## src/ssc_pkg.sv

```systemverilog
// package: constants and carriers for the spindle speed command interface
package ssc_pkg;

  // register byte offsets on apb
  localparam logic [7:0] OFS_CTRL   = 8'h00;
  localparam logic [7:0] OFS_DELAY  = 8'h04;
  localparam logic [7:0] OFS_CMD0   = 8'h08;
  localparam logic [7:0] OFS_CMD1   = 8'h0C;
  localparam logic [7:0] OFS_MAX    = 8'h10;
  localparam logic [7:0] OFS_STATUS = 8'h30;
  localparam logic [7:0] OFS_CODE   = 8'h34;

  // control register fields and register reset values
  localparam int CTRL_ARRIVAL_EN = 0;
  localparam int CTRL_NO_OVR     = 1;
  localparam logic [1:0]  CTRL_RST  = 2'h0;
  localparam logic [15:0] DELAY_RST = 16'h0000;
  localparam logic [13:0] SPEED_RST = 14'h0000;

  // signal byte bit positions
  localparam int SRC_SEL_BIT     = 7;
  localparam int GSTOP_BIT       = 6;
  localparam int STOP1_BIT       = 3;
  localparam int STOP2_BIT       = 4;
  localparam int ARRIVAL_BIT     = 4;
  localparam int GEAR1_LO_BIT    = 1;
  localparam int GEAR2_LO_BIT    = 0;
  localparam int SER_CW_BIT      = 5;
  localparam int SER_CCW_BIT     = 4;
  localparam int SER_ORIENT_BIT  = 2;
  localparam int SER_ARRIVED_BIT = 4;
  localparam int SER_DONE_BIT    = 2;

  // speed code full scale and override
  localparam logic [11:0] CODE_FULL = 12'hFFF;
  localparam logic [6:0]  PCT_FULL  = 7'h64;
  localparam int DIV_STEPS = 33;

  // arrival check delay unit
  localparam int CLK_PERIOD_NS = 40;
  localparam int DELAY_UNIT_NS = 1000000;
  localparam int UNIT_CYCLES   = DELAY_UNIT_NS / CLK_PERIOD_NS;

  // control bytes from the plc
  typedef struct packed {
    logic [7:0] g35;
    logic [7:0] g34;
    logic [7:0] g33;
    logic [7:0] g32;
    logic [7:0] g30;
    logic [7:0] g29;
    logic [7:0] g28;
    logic [7:0] g27;
  } ssc_gin_type;

  // status bytes to the plc
  typedef struct packed {
    logic [7:0] f203;
    logic [7:0] f202;
    logic [7:0] f237;
    logic [7:0] f236;
    logic [7:0] f41;
    logic [7:0] f40;
    logic [7:0] f37;
    logic [7:0] f36;
  } ssc_fout_type;

endpackage

```

## src/ssc_top.sv

```systemverilog
// spindle speed command interface: speed selection, override, gating and serial spindles
//
// The register offsets and register access over APB are this design's own decisions.
`timescale 1ns/1ns
module ssc_top #(
  parameter int UNIT_CYCLES = ssc_pkg::UNIT_CYCLES
) (
  input  wire logic                pclk,
  input  wire logic                presetn,
  input  wire logic                ce,
  input  wire logic                psel,
  input  wire logic                penable,
  input  wire logic                pwrite,
  input  wire logic [7:0]          paddr,
  input  wire logic [31:0]         pwdata,
  output logic                     pready,
  output logic [31:0]              prdata,
  output logic                     pslverr,
  input  wire ssc_pkg::ssc_gin_type plc_in,
  input  wire logic [15:0]         first_actual_speed,
  input  wire logic [15:0]         second_actual_speed,
  input  wire logic                speed_cmd_strobe,
  input  wire logic                rapid_to_cut_strobe,
  input  wire logic                thread_or_tap,
  output ssc_pkg::ssc_fout_type    plc_out,
  output logic [11:0]              first_spindle_speed_out,
  output logic [11:0]              second_spindle_speed_out,
  output logic                     feed_enable,
  input  wire logic [2:0][7:0]     serial_ctrl,
  input  wire logic [2:0]          servo_at_speed,
  input  wire logic [2:0]          servo_orient_in_pos,
  output logic [2:0][7:0]          serial_status,
  output logic [2:0]               servo_run_cw,
  output logic [2:0]               servo_run_ccw,
  output logic [2:0]               servo_orient_req
);

  typedef enum logic {SSC_DIV_IDLE, SSC_DIV_RUN} ssc_div_type;

  function automatic logic [6:0] ssc_pct(input logic [3:0] code);
    logic [6:0] p;
    p = 7'h64;
    unique case (code)
      4'h7:    p = 7'h32;
      4'h6:    p = 7'h3C;
      4'h2:    p = 7'h46;
      4'h3:    p = 7'h50;
      4'h1:    p = 7'h5A;
      4'h0:    p = 7'h64;
      4'h4:    p = 7'h6E;
      4'h5:    p = 7'h78;
      default: p = 7'h64;
    endcase
    return p;
  endfunction

  logic [1:0]       ctrl_r;
  logic [15:0]      delay_r;
  logic [1:0][13:0] cmd_r;
  logic [13:0]      max_r [8];
  logic [11:0]      code_r    [2];
  ssc_div_type      div_st_r  [2];
  logic [3:0]       div_cnt_r [2];
  logic [11:0]      div_low_r [2];
  logic [11:0]      div_quo_r [2];
  logic [21:0]      div_rem_r [2];
  logic [20:0]      div_den_r [2];
  logic [32:0]      div_key_r [2];
  logic [15:0]      wait_r;
  logic [31:0]      presc_r;
  wire              wait_idle = wait_r == 16'h0000;
  wire  [1:0]       div_busy;

  // twelve quotient bits, one per clock
  localparam logic [3:0] QUO_LAST = 4'hB;

  // apb decode
  wire        setup_cyc  = psel & ~penable;
  wire        wr_take    = psel & penable & pready & pwrite;
  wire [5:0]  reg_idx    = paddr[7:2];
  wire        hit_ctrl   = paddr == ssc_pkg::OFS_CTRL;
  wire        hit_delay  = paddr == ssc_pkg::OFS_DELAY;
  wire        hit_cmd0   = paddr == ssc_pkg::OFS_CMD0;
  wire        hit_cmd1   = paddr == ssc_pkg::OFS_CMD1;
  wire        hit_max    = paddr >= ssc_pkg::OFS_MAX && paddr < ssc_pkg::OFS_STATUS && paddr[1:0] == 2'b00;
  wire        hit_status = paddr == ssc_pkg::OFS_STATUS;
  wire        hit_code   = paddr == ssc_pkg::OFS_CODE;
  wire        mapped     = hit_ctrl | hit_delay | hit_cmd0 | hit_cmd1 | hit_max | hit_status | hit_code;
  wire [2:0]  max_idx    = 3'(reg_idx - 6'(ssc_pkg::OFS_MAX >> 2));
  wire        arrival_en = ctrl_r[ssc_pkg::CTRL_ARRIVAL_EN];

  wire [31:0] rd_value =
    hit_ctrl   ? {30'h0000_0000, ctrl_r} :
    hit_delay  ? {16'h0000, delay_r} :
    hit_cmd0   ? {18'h0_0000, cmd_r[0]} :
    hit_cmd1   ? {18'h0_0000, cmd_r[1]} :
    hit_max    ? {18'h0_0000, max_r[max_idx]} :
    hit_status ? {28'h000_0000, wait_idle, div_busy[1], div_busy[0], feed_enable} :
    hit_code   ? {4'h0, code_r[1], 4'h0, code_r[0]} :
                 32'h0000_0000;

  // answer in the first access cycle; write lands at that edge
  always_ff @(posedge pclk or negedge presetn) begin
    if (!presetn) begin
      pready  <= 1'b0;
      prdata  <= 32'h0000_0000;
      pslverr <= 1'b0;
    end else if (ce) begin
      pready  <= setup_cyc;
      pslverr <= setup_cyc & ~mapped;
      if (setup_cyc) begin
        prdata <= rd_value;
      end
    end
  end

  always_ff @(posedge pclk or negedge presetn) begin
    if (!presetn) begin
      ctrl_r  <= ssc_pkg::CTRL_RST;
      delay_r <= ssc_pkg::DELAY_RST;
      cmd_r   <= {2{ssc_pkg::SPEED_RST}};
    end else if (ce && wr_take) begin
      if (hit_ctrl) begin
        ctrl_r <= pwdata[1:0];
      end
      if (hit_delay) begin
        delay_r <= pwdata[15:0];
      end
      if (hit_cmd0) begin
        cmd_r[0] <= pwdata[13:0];
      end
      if (hit_cmd1) begin
        cmd_r[1] <= pwdata[13:0];
      end
    end
  end

  // one maximum speed per gear and spindle
  for (genvar m = 0; m < 8; m++) begin : g_max
    always_ff @(posedge pclk or negedge presetn) begin
      if (!presetn) begin
        max_r[m] <= ssc_pkg::SPEED_RST;
      end else if (ce && wr_take && hit_max && max_idx == 3'(m)) begin
        max_r[m] <= pwdata[13:0];
      end
    end
  end

  wire [1:0] gear0 = plc_in.g28[ssc_pkg::GEAR1_LO_BIT +: 2];
  wire [1:0] gear1 = plc_in.g29[ssc_pkg::GEAR2_LO_BIT +: 2];
  wire [3:0] ovr0  = plc_in.g30[3:0];
  wire [3:0] ovr1  = plc_in.g30[7:4];
  wire       no_ovr = thread_or_tap | ctrl_r[ssc_pkg::CTRL_NO_OVR];
  wire [6:0] pct0   = no_ovr ? ssc_pkg::PCT_FULL : ssc_pct(ovr0);
  wire [6:0] pct1   = no_ovr ? ssc_pkg::PCT_FULL : ssc_pct(ovr1);

  wire [1:0]       plc_src  = {plc_in.g35[ssc_pkg::SRC_SEL_BIT], plc_in.g33[ssc_pkg::SRC_SEL_BIT]};
  // low byte, then low nibble of the next byte
  wire [1:0][11:0] plc_code = {{plc_in.g35[3:0], plc_in.g34}, {plc_in.g33[3:0], plc_in.g32}};
  // active-low stops, global and per spindle
  wire             gstop_ok = plc_in.g29[ssc_pkg::GSTOP_BIT];
  wire             stop1_ok = plc_in.g27[ssc_pkg::STOP1_BIT];
  wire             stop2_ok = plc_in.g27[ssc_pkg::STOP2_BIT];
  wire [1:0]       run_ok   = {gstop_ok & stop2_ok, gstop_ok & stop1_ok};
  wire [1:0][1:0]  gear_v   = {gear1, gear0};
  wire [1:0][6:0]  pct_v    = {pct1, pct0};
  wire [1:0][11:0] spd_nxt;

  // per spindle: code = cmd * 4095 * pct / (max * 100), clamped to full scale
  for (genvar s = 0; s < 2; s++) begin : g_spd
    // gear stage picks its own maximum
    wire [2:0]  max_pick = {1'(s), gear_v[s]};
    wire [13:0] max_sel  = max_r[max_pick];
    wire [32:0] num      = 33'(cmd_r[s]) * 33'(ssc_pkg::CODE_FULL) * 33'(pct_v[s]);
    wire [20:0] den      = 21'(max_sel) * 21'(ssc_pkg::PCT_FULL);
    wire [32:0] den_top  = {den, 12'h000};
    wire        zero_den = den == 21'h00_0000;
    wire        over     = num >= den_top;
    // restart on any operand change, so a result is never stale for long
    wire        changed  = num != div_key_r[s] || den != div_den_r[s];
    wire [21:0] rem_sh   = {div_rem_r[s][20:0], div_low_r[s][11]};
    wire        fits     = rem_sh >= {1'b0, div_den_r[s]};
    wire [21:0] rem_nxt  = fits ? rem_sh - {1'b0, div_den_r[s]} : rem_sh;
    wire [11:0] quo_nxt  = {div_quo_r[s][10:0], fits};
    wire        last     = div_cnt_r[s] == 4'h0;

    assign div_busy[s] = div_st_r[s] == SSC_DIV_RUN;

    always_ff @(posedge pclk or negedge presetn) begin
      if (!presetn) begin
        div_st_r[s]  <= SSC_DIV_IDLE;
        div_cnt_r[s] <= 4'h0;
        div_low_r[s] <= 12'h000;
        div_quo_r[s] <= 12'h000;
        div_rem_r[s] <= 22'h00_0000;
        div_den_r[s] <= 21'h00_0000;
        div_key_r[s] <= 33'h0_0000_0000;
        code_r[s]    <= 12'h000;
      end else if (ce) begin
        if (changed) begin
          div_key_r[s] <= num;
          div_den_r[s] <= den;
          div_cnt_r[s] <= QUO_LAST;
          div_low_r[s] <= num[11:0];
          div_quo_r[s] <= 12'h000;
          div_rem_r[s] <= {1'b0, num[32:12]};
          if (zero_den) begin
            // unset maximum: no speed rather than a divide by zero
            div_st_r[s] <= SSC_DIV_IDLE;
            code_r[s]   <= 12'h000;
          end else if (over) begin
            div_st_r[s] <= SSC_DIV_IDLE;
            code_r[s]   <= ssc_pkg::CODE_FULL;
          end else begin
            div_st_r[s] <= SSC_DIV_RUN;
          end
        end else if (div_busy[s]) begin
          div_rem_r[s] <= rem_nxt;
          div_low_r[s] <= {div_low_r[s][10:0], 1'b0};
          div_quo_r[s] <= quo_nxt;
          if (last) begin
            div_st_r[s] <= SSC_DIV_IDLE;
            code_r[s]   <= quo_nxt;
          end else begin
            div_cnt_r[s] <= div_cnt_r[s] - 4'h1;
          end
        end
      end
    end

    // plc code bypasses override and gear maximum
    assign spd_nxt[s] = !run_ok[s] ? 12'h000 : plc_src[s] ? plc_code[s] : code_r[s];
  end

  // status bytes and speed outputs, all registered
  always_ff @(posedge pclk or negedge presetn) begin
    if (!presetn) begin
      first_spindle_speed_out  <= 12'h000;
      second_spindle_speed_out <= 12'h000;
      plc_out                  <= '0;
    end else if (ce) begin
      first_spindle_speed_out  <= spd_nxt[0];
      second_spindle_speed_out <= spd_nxt[1];
      plc_out.f36              <= code_r[0][7:0];
      plc_out.f37              <= {4'h0, code_r[0][11:8]};
      plc_out.f236             <= code_r[1][7:0];
      plc_out.f237             <= {4'h0, code_r[1][11:8]};
      plc_out.f40              <= first_actual_speed[7:0];
      plc_out.f41              <= first_actual_speed[15:8];
      plc_out.f202             <= second_actual_speed[7:0];
      plc_out.f203             <= second_actual_speed[15:8];
    end
  end

  // programmed delay before the arrival input is trusted
  wire        arrival_in = plc_in.g29[ssc_pkg::ARRIVAL_BIT];
  wire        wait_start = speed_cmd_strobe | rapid_to_cut_strobe;
  wire        unit_tick  = presc_r == 32'h0000_0000;
  wire [31:0] unit_last  = 32'(UNIT_CYCLES - 1);

  always_ff @(posedge pclk or negedge presetn) begin
    if (!presetn) begin
      wait_r  <= ssc_pkg::DELAY_RST;
      presc_r <= 32'h0000_0000;
    end else if (ce) begin
      if (wait_start) begin
        wait_r  <= delay_r;
        presc_r <= unit_last;
      end else if (!wait_idle) begin
        if (unit_tick) begin
          wait_r  <= wait_r - 16'h0001;
          presc_r <= unit_last;
        end else begin
          presc_r <= presc_r - 32'h0000_0001;
        end
      end
    end
  end

  // feed gated only while the arrival check is enabled
  // a fresh strobe blocks feed at once, the old arrival level is stale
  wire feed_nxt = ~arrival_en | (wait_idle & arrival_in & ~wait_start);

  always_ff @(posedge pclk or negedge presetn) begin
    if (!presetn) begin
      feed_enable <= 1'b0;
    end else if (ce) begin
      feed_enable <= feed_nxt;
    end
  end

  // three serial spindles, each with its own control and status byte
  for (genvar k = 0; k < 3; k++) begin : g_ser
    wire       cw_req  = serial_ctrl[k][ssc_pkg::SER_CW_BIT];
    wire       ccw_req = serial_ctrl[k][ssc_pkg::SER_CCW_BIT];
    wire       orient  = serial_ctrl[k][ssc_pkg::SER_ORIENT_BIT];
    wire [7:0] arr_bit = 8'(servo_at_speed[k]) << ssc_pkg::SER_ARRIVED_BIT;
    // done only while orientation is still requested
    wire [7:0] done_bt = 8'(orient & servo_orient_in_pos[k]) << ssc_pkg::SER_DONE_BIT;

    always_ff @(posedge pclk or negedge presetn) begin
      if (!presetn) begin
        servo_run_cw[k]     <= 1'b0;
        servo_run_ccw[k]    <= 1'b0;
        servo_orient_req[k] <= 1'b0;
        serial_status[k]    <= 8'h00;
      end else if (ce) begin
        // both directions at once is refused: spindle stays stopped
        servo_run_cw[k]     <= cw_req & ~ccw_req;
        servo_run_ccw[k]    <= ccw_req & ~cw_req;
        // orientation request passes straight to the servo
        servo_orient_req[k] <= orient;
        serial_status[k]    <= arr_bit | done_bt;
      end
    end
  end
endmodule

```

## config.mk

```make
export PLATFORM = sky130hd
export DESIGN_NAME = ssc_top
export DESIGN_NICKNAME = d
export VERILOG_FILES = /design/src/ssc_pkg.sv /design/src/ssc_top.sv
export SDC_FILE = /design/constraint.sdc
export NUM_CORES = 2
export LEC_CHECK = 0
export BUFFER_PORTS_ARGS = -buffer_cell sky130_fd_sc_hd__buf_2
export CORE_AREA = 5 5 217 429
export CTS_BUF_LIST = sky130_fd_sc_hd__clkbuf_2
export CTS_CLUSTER_SIZE = 24
export DETAILED_ROUTE_END_ITERATION = 8
export DIE_AREA = 0 0 222 434
export GPL_TIMING_DRIVEN = 0
export HOLD_SLACK_MARGIN = 0.03
export PLACE_DENSITY = 0.78
export SYNTH_ARGS = -nofsm -noshare
export SYNTH_HDL_FRONTEND = slang
export SYNTH_SLANG_ARGS = --single-unit
```

## constraint.sdc

```tcl
create_clock -name pclk -period 12.64 [get_ports pclk]
set_clock_uncertainty 0.15 [all_clocks]
set_input_delay 2.528 -clock pclk [delete_from_list [all_inputs] [get_ports pclk]]
set_output_delay 2.528 -clock pclk [all_outputs]
set_load 0.01 [all_outputs]
```

# --- Word level (Yosys, flattened, before mapping) ---
# Memory sizes are Yosys's and may differ from the RTL's.
# Cells that the tools add are included.
# W data, S select, Z words.
word_totals:
  mem_bits_ro: 96
  register_bits: 580
  input_bits: 175
  word_cells: 257
  mem_count: 2
mem_list:
  columns: ["memory", "words", "width", "rd", "rd_ports_with_merged_regs", "write_ports", "line", "text"]
  rows:
  - ["(name not given)", 8, 6, 1, 0, 0, "ssc_top.sv:43", "unique case (code)"]
  - ["(name not given)", 8, 6, 1, 0, 0, "ssc_top.sv:43", null]
classes:
  add_sub_neg: 7
  n_reduce_logical: 43
  n_bitwise: 43
  n_lt_le_gt_ge: 9
  mul: 6
  n_eq_ne: 21
  mux: 70
op_table:
  columns: ["op", "n"]
  rows:
  - ["$mux W12", 18]
  - ["$mux W28", 7]
  - ["$bmux W14 S3", 3]
  - ["$mux W21", 6]
  - ["$mux W32", 3]
  - ["$mux W14", 6]
  - ["$ge A33 B33 Y1", 2]
  - ["$mul A26 B7 Y33", 2]
  - ["$ne A33 B33 Y1", 2]
  - ["$mul A14 B12 Y26 const B", 2]
  - ["$mux W16", 3]
  - ["$ge A22 B21 Y1", 2]
  - ["$mux W11", 4]
  - ["$logic_not A21 Y1", 2]
  - ["$sub A21 B21 Y21", 2]
  - ["$mul A14 B5 Y19 const B", 2]
  - ["$ne A19 B19 Y1", 2]
  - ["$logic_not A32 Y1", 1]
  - ["$sub A32 B1 Y32 const B", 1]
  - ["$mux W7", 4]
  - ["$mux W4", 6]
  - ["$reduce_and A2 Y1", 10]
  - ["$and A1 B1 Y1", 18]
  - ["$eq A8 B4 Y1 const B", 2]
  - ["30 further kinds", 89]

# --- Depth between registers and ports, before layout ---
depth:
  ltp_word: 10
  ltp_mapped: 49
  ltp_nobuf: 47

# --- Least setup slack after synthesis ---
# OpenSTA, ideal clock, no wires.
synth_path:
  path_type: "register -> register"
  start: "register cmd_r[4] (netlist bit)"
  end: "register code_r[13] (netlist bit)"
  setup_time_ps: 125
  path_stages_with_launch: 42
  synth_period_minus_slack_ps: 11562
  t_arrival_ps: 11287
  required_ps: 12365
  setup_slack_ps: 1078
  path_cell_list: "dfrtp_1 > fa_1 > fa_1 > inv_1 > fa_1 > inv_1 > fa_1 > inv_1 > fa_1 > inv_1 > ha_1 > a2111oi_0 > o31ai_1 > o211a_1 > o41ai_1 > o21ai_0 > a21o_1 > a21oi_1 > [6 not listed] > inv_1 > ha_1 > ha_1 > buf_2 > xor2_1 > mux2i_1 > o211a_1 > nand4_1 > nor4_1 > nand4_1 > or4_1 > or4_1 > or4_1 > buf_2 > nor2_4 > mux2i_1 > buf_6 > mux2_4"
synth_via:
  elab_chain_len: 6
  word_cells_on_any_way: 10
  classes_between: "mul: 2; order compare: 1; eq/ne: 2; mux: 1; reduce/logical: 4"
synth_rtl:
  columns: ["element", "line", "text"]
  rows:
  - ["start, declared", "ssc_top.sv:59", "logic [1:0][13:0] cmd_r;"]
  - ["start signal, assigned", "ssc_top.sv:121", "cmd_r <= {2{ssc_pkg::SPEED_RST}};"]
  - ["$mul A14 B12 Y26 *", "ssc_top.sv:174", "wire [32:0] num = 33'(cmd_r[s]) * 33'(ssc_pkg::CODE_FULL) * 33'(pct_v[s]);"]
  - ["$mul A26 B7 Y33 *", "ssc_top.sv:174", null]
  - ["branches (longest 4 deep; another with $ge A33 B33 Y1)", null, null]
  - ["end signal, assigned by index", "ssc_top.sv:213", "code_r[s] <= ssc_pkg::CODE_FULL;"]
  - ["end signal, assigned by index", "ssc_top.sv:223", "code_r[s] <= quo_nxt;"]
  - ["end, declared", "ssc_top.sv:61", "logic [11:0] code_r [2];"]
# Every way passes the cells marked *.
# A chain may end at the register's enable or synchronous reset.

# --- Final worst setup path ---
layout_path:
  start: "register cmd_r[12] (netlist bit)"
  end: "register code_r[18] (netlist bit)"
layout_via:
  elab_chain_len: 6
  word_cells_on_any_way: 10
  classes_between: "mul: 2; order compare: 1; eq/ne: 2; mux: 1; reduce/logical: 4"
layout_rtl:
  columns: ["element", "line"]
  rows:
  - ["$mul A14 B12 Y26 *", "ssc_top.sv:174"]
  - ["$mul A26 B7 Y33 *", "ssc_top.sv:174"]
  - ["via g_spd[0].num[29]", "ssc_top.sv:174"]
  - ["branches (longest 4 deep; another with $ge A33 B33 Y1)", null]
# Mark *: on every way through the listed nets, which the timed path passes.

==> key figures <==
Critical path
  – Startpoint types: flop
  – CP Capture Type: flop
  – Crit path DAT: around 13 ns
  – Worst setup path endpoint: code_r[18]$_DFFE_PN0P_
  – Crit Path Class: reg -> reg
  – Highest net fanout along the worst path: 10
  – Start of the worst register-to-register path: cmd_r[12]$_DFFE_PN0P_
  – Crit. Startpoint: cmd_r[12]$_DFFE_PN0P_
  – Max incr delay on CP: 0.62 ns
  – Worst Reg-to-Reg Cells: 39
  – Dominant cell type by count on the critical path: sky130_fd_sc_hd__fa_1
  – Data required, critical path: ~14 ns
  – Worst path slowest cell: sky130_fd_sc_hd__fa_1
  – Flop-to-flop setup slack: 0.39 ns
  – Crit Reg-Reg Endpoint: code_r[18]$_DFFE_PN0P_

Clock tree
  – Clock tree root buffer cell: sky130_fd_sc_hd__clkbuf_2
  – Clock insertion delay at the later pin of the skew report: 1.51 ns
  – Clock-pin slew on the worst setup and hold paths: 0.11 ns
  – H-Tree Level Count: 4
  – Total number of clock tree sinks: 554
  – Max Root-Sink Buffers: 3
  – Clock tree from TritonCTS: built
  – Clock buffer count from CTS: ~130

STA
  – Number of hold violations in the final report: 0
  – Number of slew-limit violations in the final report: 10
  – Endpoints failing setup: 0
  – Post-Route Setup TNS: 0 ns
  – Headroom to the max-slew limit: -0.323%
  – Clock period minus final worst setup slack: 12.25 ns
  – Highest clock frequency the design can meet: 81.6 MHz
  – Transition at the pin with the smallest max-transition slack: ~1.5 ns
  – Fin crit share: 96.9%

Yosys
  – Post-synth design cell area: 50,500 um^2
  – Sequential fraction of the synthesis area: 27.5%
  – Dominant combinational cell family by area after synthesis: adder cells
  – Area contributors post-synth: sky130_fd_sc_hd__dfrtp_1, sky130_fd_sc_hd__fa_1, sky130_fd_sc_hd__ha_1
  – Portion of netlist area occupied by mux cells: about an eighth
  – Adder and majority gate portion of the synthesized area: 25.7%
  – Gate Count Post-Synth: around 5,100
  – Synthesized-area fraction occupied by ao, oa, aoi and oai cells: between 10% and 20%
  – Warning count from the yosys run: 0
  – Number of flops mapped to enable cells by yosys: 0
  – Synthesized flop and latch total: between 500 and 600
  – Library cell with the highest instance count after synthesis: sky130_fd_sc_hd__inv_1
  – Post-synth top area share: roughly 27%
  – Share of flip-flops with an asynchronous set or reset: between 90% and 100%
  – Post-synth top cells: sky130_fd_sc_hd__inv_1, sky130_fd_sc_hd__dfrtp_1, sky130_fd_sc_hd__ha_1
  – Top cell type by total area after synthesis: sky130_fd_sc_hd__dfrtp_1
  – Synth cell types: 97
  – Post-synthesis xor/xnor area fraction: 4.48%
  – Simple-gate portion of the synthesized area: 12.4%
  – Average size of a mapped cell: around 9.9 um^2
  – Dominant register cell in the synthesized netlist: sky130_fd_sc_hd__dfrtp_1

Routing
  – Number of detailed-routing iterations run before antenna repair: 8
  – Total vias in the final route: 42,200
  – Wire length reported by the detailed router: 173 mm
  – Routed wirelength normalized by instance count: 25.3 um
  – Post-route ant nets: 0
  – Vias per cell: roughly 6.2
  – DRC errors left: 0
  – Number of DRC markers after the initial detailed-route iteration: 3,270

Placed design
  – Detailed placement HPWL: 140 mm
  – Final weighted congestion of routability-driven global placement: 1.04
  – Quantity of I/O buffers inserted on ports: between 200 and 250
  – Post-detailed-placement cell area: about 53,000 um^2
  – Placed cells: 6,569

Floorplan
  – Std cell rows: 155
  – Core area: 89,200 um^2
  – Horizontal extent of the die: 222 um
  – Number of top-level pins: 331
  – Vertical die dimension: 434 um
  – Full die area: 96,300 um^2
  – Effective utilization at floorplan: 56.6%

Global route
  – Initial antenna violation count: 6
  – Total Routing Usage GR: 35.7%
  – Vias in the first global route: 45,100
  – Remaining global-route overflow: 0
  – Global-route wire length before repair: 260 mm
  – Maximum number of pins on one net before global-route repair: 110

Layout
  – Final Core Density: 62.3%
  – Area used by multi-input combinational logic: ~34,000 um^2
  – Post-route non-filler standard cell count: 6,835
  – Area Growth Syn to Fin: 10.0%
  – Area taken by flip-flops and latches: 13,900 um^2
  – Layout cells sized above 1: 19.8%
  – Filler cell count: 7,541
  – Non-Filler Cell Area, Final: 55,500 um^2
  – Nets: 6,530

Flow run
  – Number of maximum-capacitance constraint violations: 1

Run status
  – Outcome: finished with violations
  – Violated checks: capacitance limit, slew limit

Worst hold path
  – Class of the tightest hold or removal check: reg -> reg
==> flip-flops by register name (all words and copies together) (netlist names), 3 cells and up <==
name,flops
max_r,112
div_key_r,64
plc_out,56
div_rem_r,42
div_den_r,38
presc_r,32
cmd_r,28
prdata,28
code_r,24
div_low_r,22
div_quo_r,22
delay_r,16
wait_r,16
first_spindle_speed_out,12
second_spindle_speed_out,12
div_cnt_r,8
serial_status,6
servo_orient_req,3
servo_run_ccw,3
servo_run_cw,3
==> how the worst min path moves through the flow <==
stage / start / to / cells past startpoint
6_report: prdata[25]$_DFFE_PN0P_ / prdata[25]$_DFFE_PN0P_ / 2
5_1_grt: delay_r[15]$_DFFE_PN0P_ / prdata[15]$_DFFE_PN0P_ / 1
3_3_place_gp: prdata[26]$_DFFE_PN0P_ / prdata[26]$_DFFE_PN0P_ / 2
3_5_place_dp: second_spindle_speed_out[6]$_DFFE_PN0P_ / second_spindle_speed_out[6]$_DFFE_PN0P_ / 1
2_1_floorplan: ctrl_r[0]$_DFFE_PN0P_ / feed_enable$_DFFE_PN0P_ / 1
4_1_cts: delay_r[15]$_DFFE_PN0P_ / prdata[15]$_DFFE_PN0P_ / 1
==> final cells by class <==
| type | instances | share of cell area (%) |
|---|---|---|
| Inverter | 578 | 3.91 |
| Clock buffer | 183 | 1.65 |
| Antenna cell | 6 | 0.0270 |
| Timing Repair Buffer | 275 | 2.91 |
| Clock inverter | 56 | 0.644 |
| Sequential cell | 554 | 25.0 |
| Multi-Input combinational cell | 3770 | 61.2 |
| Buffer | 236 | 2.03 |
| Tap cell | 1177 | 2.65 |
==> placed cells by master (no fill, tap or decap), drive strengths merged, types with 19 or more instances in the layout <==
cell type / count
a211oi: 31
o21a: 25
mux2: 361
o21ai: 258
nor4: 34
or3: 37
nand2: 414
ha: 424
clkinv: 43
conb: 30
fa: 382
dfrtp: 554
o2bb2ai: 33
a21o: 66
nand3: 83
and2: 41
nand4: 41
o31ai: 20
or4: 19
clkbuf: 336
inv: 582
and3: 31
mux2i: 99
o22ai: 23
nor2: 375
buf: 358
a21oi: 197
xor2: 93
nor3: 83
or2: 31
mux4: 53
nand2b: 53
xnor2: 140
nor2b: 20
==> cells by family (layout without fill, tap and decap cells) <==
logic type / after synthesis / count (layout)
other: 1 / 36
adder cells (fa/ha/maj): 806 / 806
AO/OA/AOI/OAI: 862 / 862
AND/OR/NAND/NOR: 1317 / 1317
multiplexers: 513 / 513
flip-flops: 554 / 554
XOR/XNOR: 242 / 242
buffers and inverters: 821 / 1328
==> timing repair <==
item	4_1_cts	5_1_grt
pin swaps	3	18
gates resized for setup	42	103
hold buffers	0	0
endpoints found under the hold margin	0	0
setup buffers	8	20
endpoints found under the setup margin	213	211
==> critical path, delay by kind of cell (launching register included) <==
| family | cells | cell delay, ns |
|---|---|---|
| adder cells (fa/ha/maj) | 12 | 5.20 |
| AO/OA/AOI/OAI | 7 | 2.33 |
| AND/OR/NAND/NOR | 10 | 2.06 |
| buffers and inverters | 7 | 0.92 |
| multiplexers | 2 | 0.59 |
| flip-flops | 1 | 0.58 |
| XOR/XNOR | 1 | 0.32 |
==> per-stage QoR <==
stage,worst slack [ns],hold WS (ns)
final,0.391,0.335
after global routing,-0.0873,0.341
after CTS,-0.0180,0.316
after detailed placement,-1.44,0.318
after global placement,-2.75,0.310
after floorplan,1.08,0.291
==> routing by layer <==
metal	global-route usage [%]	share of wire [%]	vias up
met4	36.5	13	2
li1	-	-	18500
met3	7.35	6.7	883
met5	0	0.0069	-
met2	63.2	50	2038
met1	32.7	30	20700
Power is left out: the tool's default activity adds up to more than one toggle a clock period on the data nets, which glitch-free logic cannot reach.
